File: src/design/pmc_pkg.sv
package pmc_pkg;
   // minimum host reset pulse, in ns, and derived cycles at 50 MHz
   localparam int unsigned CLK_PERIOD_NS = 20;
   localparam int unsigned RST_MIN_NS = 1000;
   localparam int unsigned RST_MIN_CYC =
      (RST_MIN_NS + CLK_PERIOD_NS - 1) / CLK_PERIOD_NS;
   // cycles the management interface needs to initialise
   localparam int unsigned INIT_CYC = 64;
   localparam int unsigned CNT_W = 16;
   localparam logic [2:0] SYNC_RST = 3'h7;

   typedef enum logic [1:0] {
      PMC_LOW_POWER,
      PMC_HIGH_POWER
   } pmc_power_e;

   typedef struct packed {
      logic init_pending;
      logic high_power;
      logic fault_seen;
   } pmc_status_s;
endpackage : pmc_pkg

File: src/design/pmc_ctrl.sv
`timescale 1ns/100ps
// What this block does
// - answer management bus only while module select is low
// - host starts every management access; module only serves it
// - reset held low past minimum length restores all defaults
// - completion shown by interrupt low with init pending cleared
// - same completion interrupt raised after power-up, no reset needed
// - undriven init-mode input reads high, selecting software control
// - init-mode high: stay low power until software enables high
// - init-mode low: go high power once management init finishes
// - present line grounded by module; low means fitted
// - interrupt pulled low for faults or critical status
// - interrupt is open-collector: pull low or release only
module pmc_ctrl #(
   parameter int unsigned RST_MIN = pmc_pkg::RST_MIN_CYC,
   parameter int unsigned INIT_LEN = pmc_pkg::INIT_CYC
) (
   input wire logic clk,
   input wire logic rst,
   input wire logic module_select_n,
   input wire logic module_reset_n,
   input wire logic init_control_select,
   input wire logic init_control_select_oe,
   input wire logic mgmt_bus_active,
   input wire logic sw_high_power_req,
   input wire logic fault_event,
   input wire logic int_ack,
   output logic mgmt_bus_enable,
   output logic module_present_n,
   output logic interrupt_out_n,
   output logic interrupt_out_oe,
   output logic config_reset,
   output pmc_pkg::pmc_status_s status,
   output pmc_pkg::pmc_power_e power_mode
);
   import pmc_pkg::*;

   // three-stage synchronisers for pin inputs
   logic [2:0] sel_sync_r, sel_sync_nxt;
   logic [2:0] rstn_sync_r, rstn_sync_nxt;
   logic [2:0] mode_sync_r, mode_sync_nxt;
   logic sel_n_r, sel_n_nxt;
   logic rstn_r, rstn_nxt;
   logic mode_r, mode_nxt;
   logic mode_pin;

   // internal pull-up when host leaves pin undriven
   assign mode_pin = init_control_select_oe ? init_control_select : 1'b1;

   always_comb begin
      sel_sync_nxt = {sel_sync_r[1:0], module_select_n};
      rstn_sync_nxt = {rstn_sync_r[1:0], module_reset_n};
      mode_sync_nxt = {mode_sync_r[1:0], mode_pin};
      sel_n_nxt = sel_n_r;
      rstn_nxt = rstn_r;
      mode_nxt = mode_r;
      if (sel_sync_r[2] == sel_sync_r[1]) begin
         sel_n_nxt = sel_sync_r[2];
      end
      if (rstn_sync_r[2] == rstn_sync_r[1]) begin
         rstn_nxt = rstn_sync_r[2];
      end
      if (mode_sync_r[2] == mode_sync_r[1]) begin
         mode_nxt = mode_sync_r[2];
      end
   end

   always_ff @(posedge clk) begin
      if (rst) begin
         sel_sync_r <= SYNC_RST;
         rstn_sync_r <= SYNC_RST;
         mode_sync_r <= SYNC_RST;
         sel_n_r <= 1'b1;
         rstn_r <= 1'b1;
         mode_r <= 1'b1;
      end else begin
         sel_sync_r <= sel_sync_nxt;
         rstn_sync_r <= rstn_sync_nxt;
         mode_sync_r <= mode_sync_nxt;
         sel_n_r <= sel_n_nxt;
         rstn_r <= rstn_nxt;
         mode_r <= mode_nxt;
      end
   end

   // bus gating; host remains the only initiator
   assign mgmt_bus_enable = ~sel_n_r;

   // present line simply grounded by the module
   assign module_present_n = 1'b0;

   // reset pulse measurement and init sequencing
   logic [CNT_W-1:0] low_cnt_r, low_cnt_nxt;
   logic [CNT_W-1:0] init_cnt_r, init_cnt_nxt;
   logic pending_r, pending_nxt;
   logic cfg_rst_r, cfg_rst_nxt;
   logic done_int_r, done_int_nxt;
   logic fault_int_r, fault_int_nxt;
   logic sw_hp_r, sw_hp_nxt;
   pmc_power_e pwr_r, pwr_nxt;
   logic long_low;
   logic long_hold;

   assign long_low = (low_cnt_r >= CNT_W'(RST_MIN));
   // reset pin held low past the minimum length
   assign long_hold = !rstn_r && long_low;

   always_comb begin
      low_cnt_nxt = low_cnt_r;
      init_cnt_nxt = init_cnt_r;
      pending_nxt = pending_r;
      cfg_rst_nxt = 1'b0;
      done_int_nxt = done_int_r;
      fault_int_nxt = fault_int_r;
      sw_hp_nxt = sw_hp_r;
      pwr_nxt = pwr_r;
      if (!rstn_r) begin
         if (!long_low) begin
            low_cnt_nxt = low_cnt_r + CNT_W'(1);
         end
      end else begin
         low_cnt_nxt = '0;
      end
      if (!rstn_r && long_low) begin
         // full reset: all settings back to default
         cfg_rst_nxt = 1'b1;
         pending_nxt = 1'b1;
         init_cnt_nxt = '0;
         done_int_nxt = 1'b0;
         fault_int_nxt = 1'b0;
         sw_hp_nxt = 1'b0;
         pwr_nxt = PMC_LOW_POWER;
      end else begin
         if (int_ack) begin
            done_int_nxt = 1'b0;
            fault_int_nxt = 1'b0;
         end
         // completion set wins over a same-cycle acknowledge
         if (pending_r) begin
            if (init_cnt_r >= CNT_W'(INIT_LEN - 1)) begin
               pending_nxt = 1'b0;
               done_int_nxt = 1'b1;
            end else begin
               init_cnt_nxt = init_cnt_r + CNT_W'(1);
            end
         end
         // a new event wins over a same-cycle acknowledge
         if (fault_event) begin
            fault_int_nxt = 1'b1;
         end
         if (sw_high_power_req && !pending_r) begin
            sw_hp_nxt = 1'b1;
         end
         unique case (pwr_r)
            PMC_LOW_POWER: begin
               if (!pending_r && (!mode_r || sw_hp_r)) begin
                  pwr_nxt = PMC_HIGH_POWER;
               end
            end
            PMC_HIGH_POWER: begin
               if (mode_r && !sw_hp_r) begin
                  pwr_nxt = PMC_LOW_POWER;
               end
            end
            default: pwr_nxt = PMC_LOW_POWER;
         endcase
      end
   end

   always_ff @(posedge clk) begin
      if (rst) begin
         low_cnt_r <= '0;
         init_cnt_r <= '0;
         pending_r <= 1'b1;
         cfg_rst_r <= 1'b0;
         done_int_r <= 1'b0;
         fault_int_r <= 1'b0;
         sw_hp_r <= 1'b0;
         pwr_r <= PMC_LOW_POWER;
      end else begin
         low_cnt_r <= low_cnt_nxt;
         init_cnt_r <= init_cnt_nxt;
         pending_r <= pending_nxt;
         cfg_rst_r <= cfg_rst_nxt;
         done_int_r <= done_int_nxt;
         fault_int_r <= fault_int_nxt;
         sw_hp_r <= sw_hp_nxt;
         pwr_r <= pwr_nxt;
      end
   end

   // open collector: pin only ever driven low
   assign interrupt_out_n = 1'b0;
   assign interrupt_out_oe = done_int_r | fault_int_r;
   assign config_reset = cfg_rst_r;
   assign status = '{init_pending: pending_r, high_power:
                     (pwr_r == PMC_HIGH_POWER), fault_seen: fault_int_r};
   assign power_mode = pwr_r;

   // select gating and present line checks
   bus_gate_a: assert property (@(posedge clk) disable iff (rst)
      !sel_sync_r[2] && !sel_sync_r[1] |=> mgmt_bus_enable)
      else $error("bus not enabled while selected");
   bus_off_a: assert property (@(posedge clk) disable iff (rst)
      sel_sync_r[2] && sel_sync_r[1] |=> !mgmt_bus_enable)
      else $error("bus enabled without select");
   sel_glitch_a: assert property (@(posedge clk) disable iff (rst)
      sel_sync_r[2] != sel_sync_r[1] |=> $stable(mgmt_bus_enable))
      else $error("select glitch reached bus enable");
   bus_idle_a: assert property (@(posedge clk) disable iff (rst)
      mgmt_bus_active && !mgmt_bus_enable |-> sel_n_r)
      else $error("bus traffic served while deselected");
   present_gnd_a: assert property (@(posedge clk) disable iff (rst)
      !module_present_n)
      else $error("present line not grounded");

   // reset pin checks
   long_reset_a: assert property (@(posedge clk) disable iff (rst)
      long_hold |=> config_reset)
      else $error("long reset not applied");
   short_low_a: assert property (@(posedge clk) disable iff (rst)
      !long_hold |=> !config_reset)
      else $error("reset applied without long low");
   cfg_quiet_a: assert property (@(posedge clk) disable iff (rst)
      config_reset |-> !interrupt_out_oe && !sw_hp_r && !status.high_power)
      else $error("settings not back to default");
   pending_set_a: assert property (@(posedge clk) disable iff (rst)
      config_reset |-> pending_r)
      else $error("pending not set by reset");
   low_sat_a: assert property (@(posedge clk) disable iff (rst)
      low_cnt_r <= CNT_W'(RST_MIN))
      else $error("reset low counter overran");
   init_sat_a: assert property (@(posedge clk) disable iff (rst)
      init_cnt_r <= CNT_W'(INIT_LEN - 1))
      else $error("init counter overran");
   init_quiet_a: assert property (@(posedge clk) disable iff (rst)
      pending_r |-> !done_int_r)
      else $error("completion flagged while init pending");

   // completion interrupt checks
   done_set_a: assert property (@(posedge clk) disable iff (rst)
      pending_r && init_cnt_r >= CNT_W'(INIT_LEN - 1) && !long_hold
      |=> done_int_r && !pending_r)
      else $error("init end did not post completion");
   done_int_a: assert property (@(posedge clk) disable iff (rst)
      $fell(pending_r) && !$past(config_reset) |-> interrupt_out_oe)
      else $error("no completion interrupt after init");
   done_keep_a: assert property (@(posedge clk) disable iff (rst)
      done_int_r && !int_ack && !long_hold |=> done_int_r)
      else $error("completion dropped without acknowledge");
   ack_done_a: assert property (@(posedge clk) disable iff (rst)
      int_ack && !pending_r && !long_hold |=> !done_int_r)
      else $error("acknowledge did not clear completion");
   powerup_int_a: assert property (@(posedge clk)
      $fell(rst) |-> ##[1:300] interrupt_out_oe)
      else $error("no power-up completion interrupt");

   // power mode checks
   pull_up_a: assert property (@(posedge clk) disable iff (rst)
      !init_control_select_oe [*6] |-> mode_r)
      else $error("undriven init mode not high");
   sw_ignore_a: assert property (@(posedge clk) disable iff (rst)
      pending_r |-> !sw_hp_r)
      else $error("software request taken while pending");
   sw_latch_a: assert property (@(posedge clk) disable iff (rst)
      sw_high_power_req && !pending_r && !long_hold |=> sw_hp_r)
      else $error("software request not latched");
   sw_low_a: assert property (@(posedge clk) disable iff (rst)
      mode_r && !sw_hp_r && $past(mode_r) && $past(!sw_hp_r)
      |=> pwr_r == PMC_LOW_POWER)
      else $error("left low power without software");
   hold_low_a: assert property (@(posedge clk) disable iff (rst)
      pending_r |-> pwr_r == PMC_LOW_POWER)
      else $error("high power before init finished");
   hw_high_a: assert property (@(posedge clk) disable iff (rst)
      !mode_r && !pending_r && !long_hold |=> pwr_r == PMC_HIGH_POWER)
      else $error("hardware mode did not go high power");
   hw_stay_a: assert property (@(posedge clk) disable iff (rst)
      pwr_r == PMC_HIGH_POWER && !mode_r && !long_hold
      |=> pwr_r == PMC_HIGH_POWER)
      else $error("hardware mode left high power");

   // fault interrupt checks
   fault_int_a: assert property (@(posedge clk) disable iff (rst)
      fault_event && !long_hold |=> interrupt_out_oe && !interrupt_out_n)
      else $error("fault not flagged");
   set_wins_a: assert property (@(posedge clk) disable iff (rst)
      fault_event && int_ack && !long_hold |=> fault_int_r)
      else $error("acknowledge beat a new fault");
   fault_keep_a: assert property (@(posedge clk) disable iff (rst)
      fault_int_r && !int_ack && !long_hold |=> fault_int_r)
      else $error("fault dropped without acknowledge");
   ack_clear_a: assert property (@(posedge clk) disable iff (rst)
      int_ack && !fault_event && !pending_r && !long_hold
      |=> !interrupt_out_oe)
      else $error("acknowledge did not release interrupt");
   oe_low_a: assert property (@(posedge clk) disable iff (rst)
      interrupt_out_oe |-> !interrupt_out_n)
      else $error("interrupt driven high");
endmodule : pmc_ctrl

File: config.mk
export PLATFORM = sky130hd
export DESIGN_NAME = pmc_ctrl
export DESIGN_NICKNAME = d
export VERILOG_FILES = /design/src/design/pmc_pkg.sv /design/src/design/pmc_ctrl.sv
export SDC_FILE = /design/constraint.sdc
export NUM_CORES = 1
export LEC_CHECK = 0
export ABC_CLOCK_PERIOD_IN_PS = 2700
export BUFFER_PORTS_ARGS = -buffer_cell sky130_fd_sc_hd__buf_2
export CORE_MARGIN = 5
export CORE_UTILIZATION = 64
export CTS_BUF_LIST = sky130_fd_sc_hd__clkbuf_2
export DETAILED_ROUTE_END_ITERATION = 10
export PLACE_DENSITY_LB_ADDON = 0.05
export SYNTH_ARGS = -nofsm -noshare
export SYNTH_HDL_FRONTEND = slang
export SYNTH_SLANG_ARGS = --single-unit
File: constraint.sdc
create_clock -name clk -period 2.7 [get_ports clk]
set_input_delay 0.135 -clock clk [delete_from_list [all_inputs] [get_ports clk]]
set_output_delay 0.135 -clock clk [all_outputs]
set_load 0.02 [all_outputs]
==> flow_metrics.py <==
metrics = {
    "outcome": {
        "outcome": "complete, no violations",
    },
    "cts": {
        "root_buffer": "clkbuf_2",
        "post_cts_buffers": 0,
        "cts.sinks": 50,
        "cts-resized-gates": 0,
        "clkLatencyLatePin_ns": 0.42,
        "clk_pin_slew_ns": 0.22,
        "clock_path_buffers": 2,
        "cts_inserted_buffers": 5,
        "ctsHoldBuffers": 7,
        "htree_levels": 2,
        "cts_tree": "built",
    },
    "cells_and_area": {
        "drive_gt1_share_pct": 18.6,
        "fillCellCount": 215,
        "mostFrequentLayoutCells": "dfxtp_1, and2_1, a21oi_1",
        "nets": 217,
        "antenna_cells": 0,
        "syn_to_final_growth_pct": 9.27,
        "final_util_pct": 73.3,
        "final_common_cell": "dfxtp_1",
    },
    "worst_setup_path": {
        "crit_required_ns": 3.09,
        "crit_type": "flop to flop",
        "arrival_ns": 2.54,
        "critPathLaunchType": "flop",
        "worst_setup_path_end_kind": "flop",
        "path_max_fanout": 12,
    },
    "placement": {
        "port_buffers": 15,
        "hpwlAfterDp_mm": 2.01,
        "gp_congestion": 0.834,
    },
    "synthesis": {
        "synth-warning-count": 0,
        "seq_area_frac_synth_pct": 54.1,
        "synth.distinct_cells": 33,
        "avgSynthCellArea_um2": 9.94,
        "synthesis.area_mm2": 0.00185,
        "ys_ff_latch": 50,
        "synthCells": 186,
    },
    "floorplan": {
        "start_util_pct": 67.1,
        "core-area_mm2": 0.00276,
        "die_x_um": 63.8,
        "io_pins": 20,
        "die_y_um": 63.8,
        "die_area_mm2": 0.00406,
        "rows": 19,
    },
    "pwr": {
        "p_switching_uw": 248,
        "leakage_uw": 0.000868,
        "power_density_mw_per_mm2": 579,
        "p_comb_share_pct": 3.9,
        "vdd_drop_max_uv": 567,
        "switching_share_pct": 21.2,
        "pwr-share-clk_pct": 31.4,
        "pwr-share-seq_pct": 64.7,
        "p_int_uw": 921,
    },
    "global_routing": {
        "grt_max_degree": 17,
        "grt_pass1_vias": 1225,
        "grt_pass1_wl_mm": 5.51,
        "antenna_found_initial": 0,
        "grt-ovfl-total": 0,
        "grt_usage_pct": 17.3,
    },
    "drt": {
        "routedWlPerCell_um": 13.2,
        "wirelength_met1_mm": 1.36,
        "top_layer_used": "met4",
        "drtIter0Drc": 62,
        "drc": 0,
        "wirelength_mm": 3.11,
        "viasPerCell": 5.40,
        "routed-wl-met3_um": 170,
        "drtAntennaViolNets": 0,
        "wl_met2_mm": 1.52,
        "first_pass_iters": 4,
        "routed-via-count": 1270,
    },
    "hold_path": {
        "hp-class": "input port to flop",
    },
    "timing": {
        "slew_violations": 0,
        "skew_ns": 0.0215,
        "finalHoldViolCount": 0,
        "slew_headroom_pct": 53.4,
        "worst_pin_slew_ns": 0.699,
        "tns_ns": 0,
        "rsz0062_at_grt": "no",
        "finalCriticalPeriod_ns": 2.15,
        "finalSetupViolations": 0,
        "fmax_mhz": 465,
        "finalCritPeriodShare_pct": 79.7,
    },
    "run": {
        "maxCapViolCount": 0,
    },
}
==> power by group through the flow <==
stage	registers, uW	logic, uW	clock network, uW
6_report	756	45.7	367
5_1_grt	759	50.3	416
3_5_place_dp	770	37.0	0
4_1_cts	756	45.0	370
2_1_floorplan	769	30.8	0
3_3_place_gp	769	34.9	0
==> layer usage <==
metal / global-route usage (%) / vias to the layer above
met3: 7.18 / 8
met5: 0 / -
met1: 20.2 / 578
li1: - / 657
met4: 6.23 / 0
met2: 28.6 / 27
==> stage by stage <==
step / setup slack, ns / hold slack (ns) / power, uW / instance area (um^2) / cells
after global placement: 0.715 / 0.317 / 804 / 1890 / 221
final: 0.548 / 0.0709 / 1170 / 2020 / 235
after floorplan: 1.13 / 0.239 / 799 / 1860 / 188
after CTS: 0.546 / 0.0596 / 1170 / 2020 / 235
after global routing: 0.307 / 0.0290 / 1230 / 2020 / 235
after detailed placement: 0.618 / 0.321 / 807 / 1890 / 221
==> sequential cells by signal (all words and copies together) (netlist names), 3 cells and up <==
signal       count
init_cnt_r      16
low_cnt_r       16
mode_sync_r      3
rstn_sync_r      3
sel_sync_r       3
==> cell usage after synthesis, drive strengths merged <==
cell type / count / share of area [%]
a211oi: 1 / 0.41
a21o: 3 / 1.2
a21oi: 16 / 4.3
a31oi: 1 / 0.34
and2: 20 / 6.8
and3: 4 / 1.4
buf: 10 / 3.7
clkbuf: 3 / 0.61
conb: 1 / 0.20
dfxtp: 50 / 54
ha: 3 / 2.0
inv: 10 / 2.0
nand2: 5 / 1.0
nand2b: 1 / 0.34
nand3: 6 / 1.6
nand4: 1 / 0.68
nor2: 12 / 2.4
nor3: 1 / 0.27
nor4: 5 / 4.3
o2111a: 1 / 0.61
o2111ai: 1 / 0.47
o21ai: 5 / 1.4
o21bai: 4 / 1.6
o22ai: 1 / 0.34
o311a: 1 / 0.54
o31ai: 3 / 1.2
or2: 10 / 3.4
or3: 4 / 1.4
or3b: 2 / 0.95
or4: 1 / 0.41
==> kinds of logic (layout without fill, tap and decap cells) <==
logic type	count (synthesis)	in the layout	share of synthesized area, %
AOI/OAI and AO/OA	37	37	12.4
adders and majority gates	3	3	2.03
buffers and inverters	23	39	6.29
DFF	50	50	54.1
other	1	3	0.203
and+or+nand+nor	72	72	24.9
==> worst paths after layout <==
kind                    end  slack, ns           start  depth (start not counted)
max           init_cnt_r[4]       0.55    low_cnt_r[0]                          6
min                  rstn_r       0.07             rst                          2
max reg2reg   init_cnt_r[4]       0.55    low_cnt_r[0]                          6
min reg2reg  rstn_sync_r[1]       0.44  rstn_sync_r[0]                          1
==> worst max-delay path, stage by stage, from the launching register on <==
cell and delay, ns:
dfxtp_1 0.46, inv_1 0.08, ha_1 0.21, nor4_2 0.20, o2111ai_1 0.25, a21oi_1 0.64, o311a_1 0.28
==> area by class of cell <==
class / instances / area (um^2) / share of cell area (%)
flip-flops and latches: 50 / 1000 / 49.5
multi-input cells: 115 / 739 / 36.6
repair buffers: 22 / 145 / 7.18
well taps: 31 / 38.8 / 1.92
inverters: 10 / 37.5 / 1.86
clock inverters: 2 / 33.8 / 1.67
clock buffers: 5 / 25.0 / 1.24
Power figures use the tool's default switching activity.
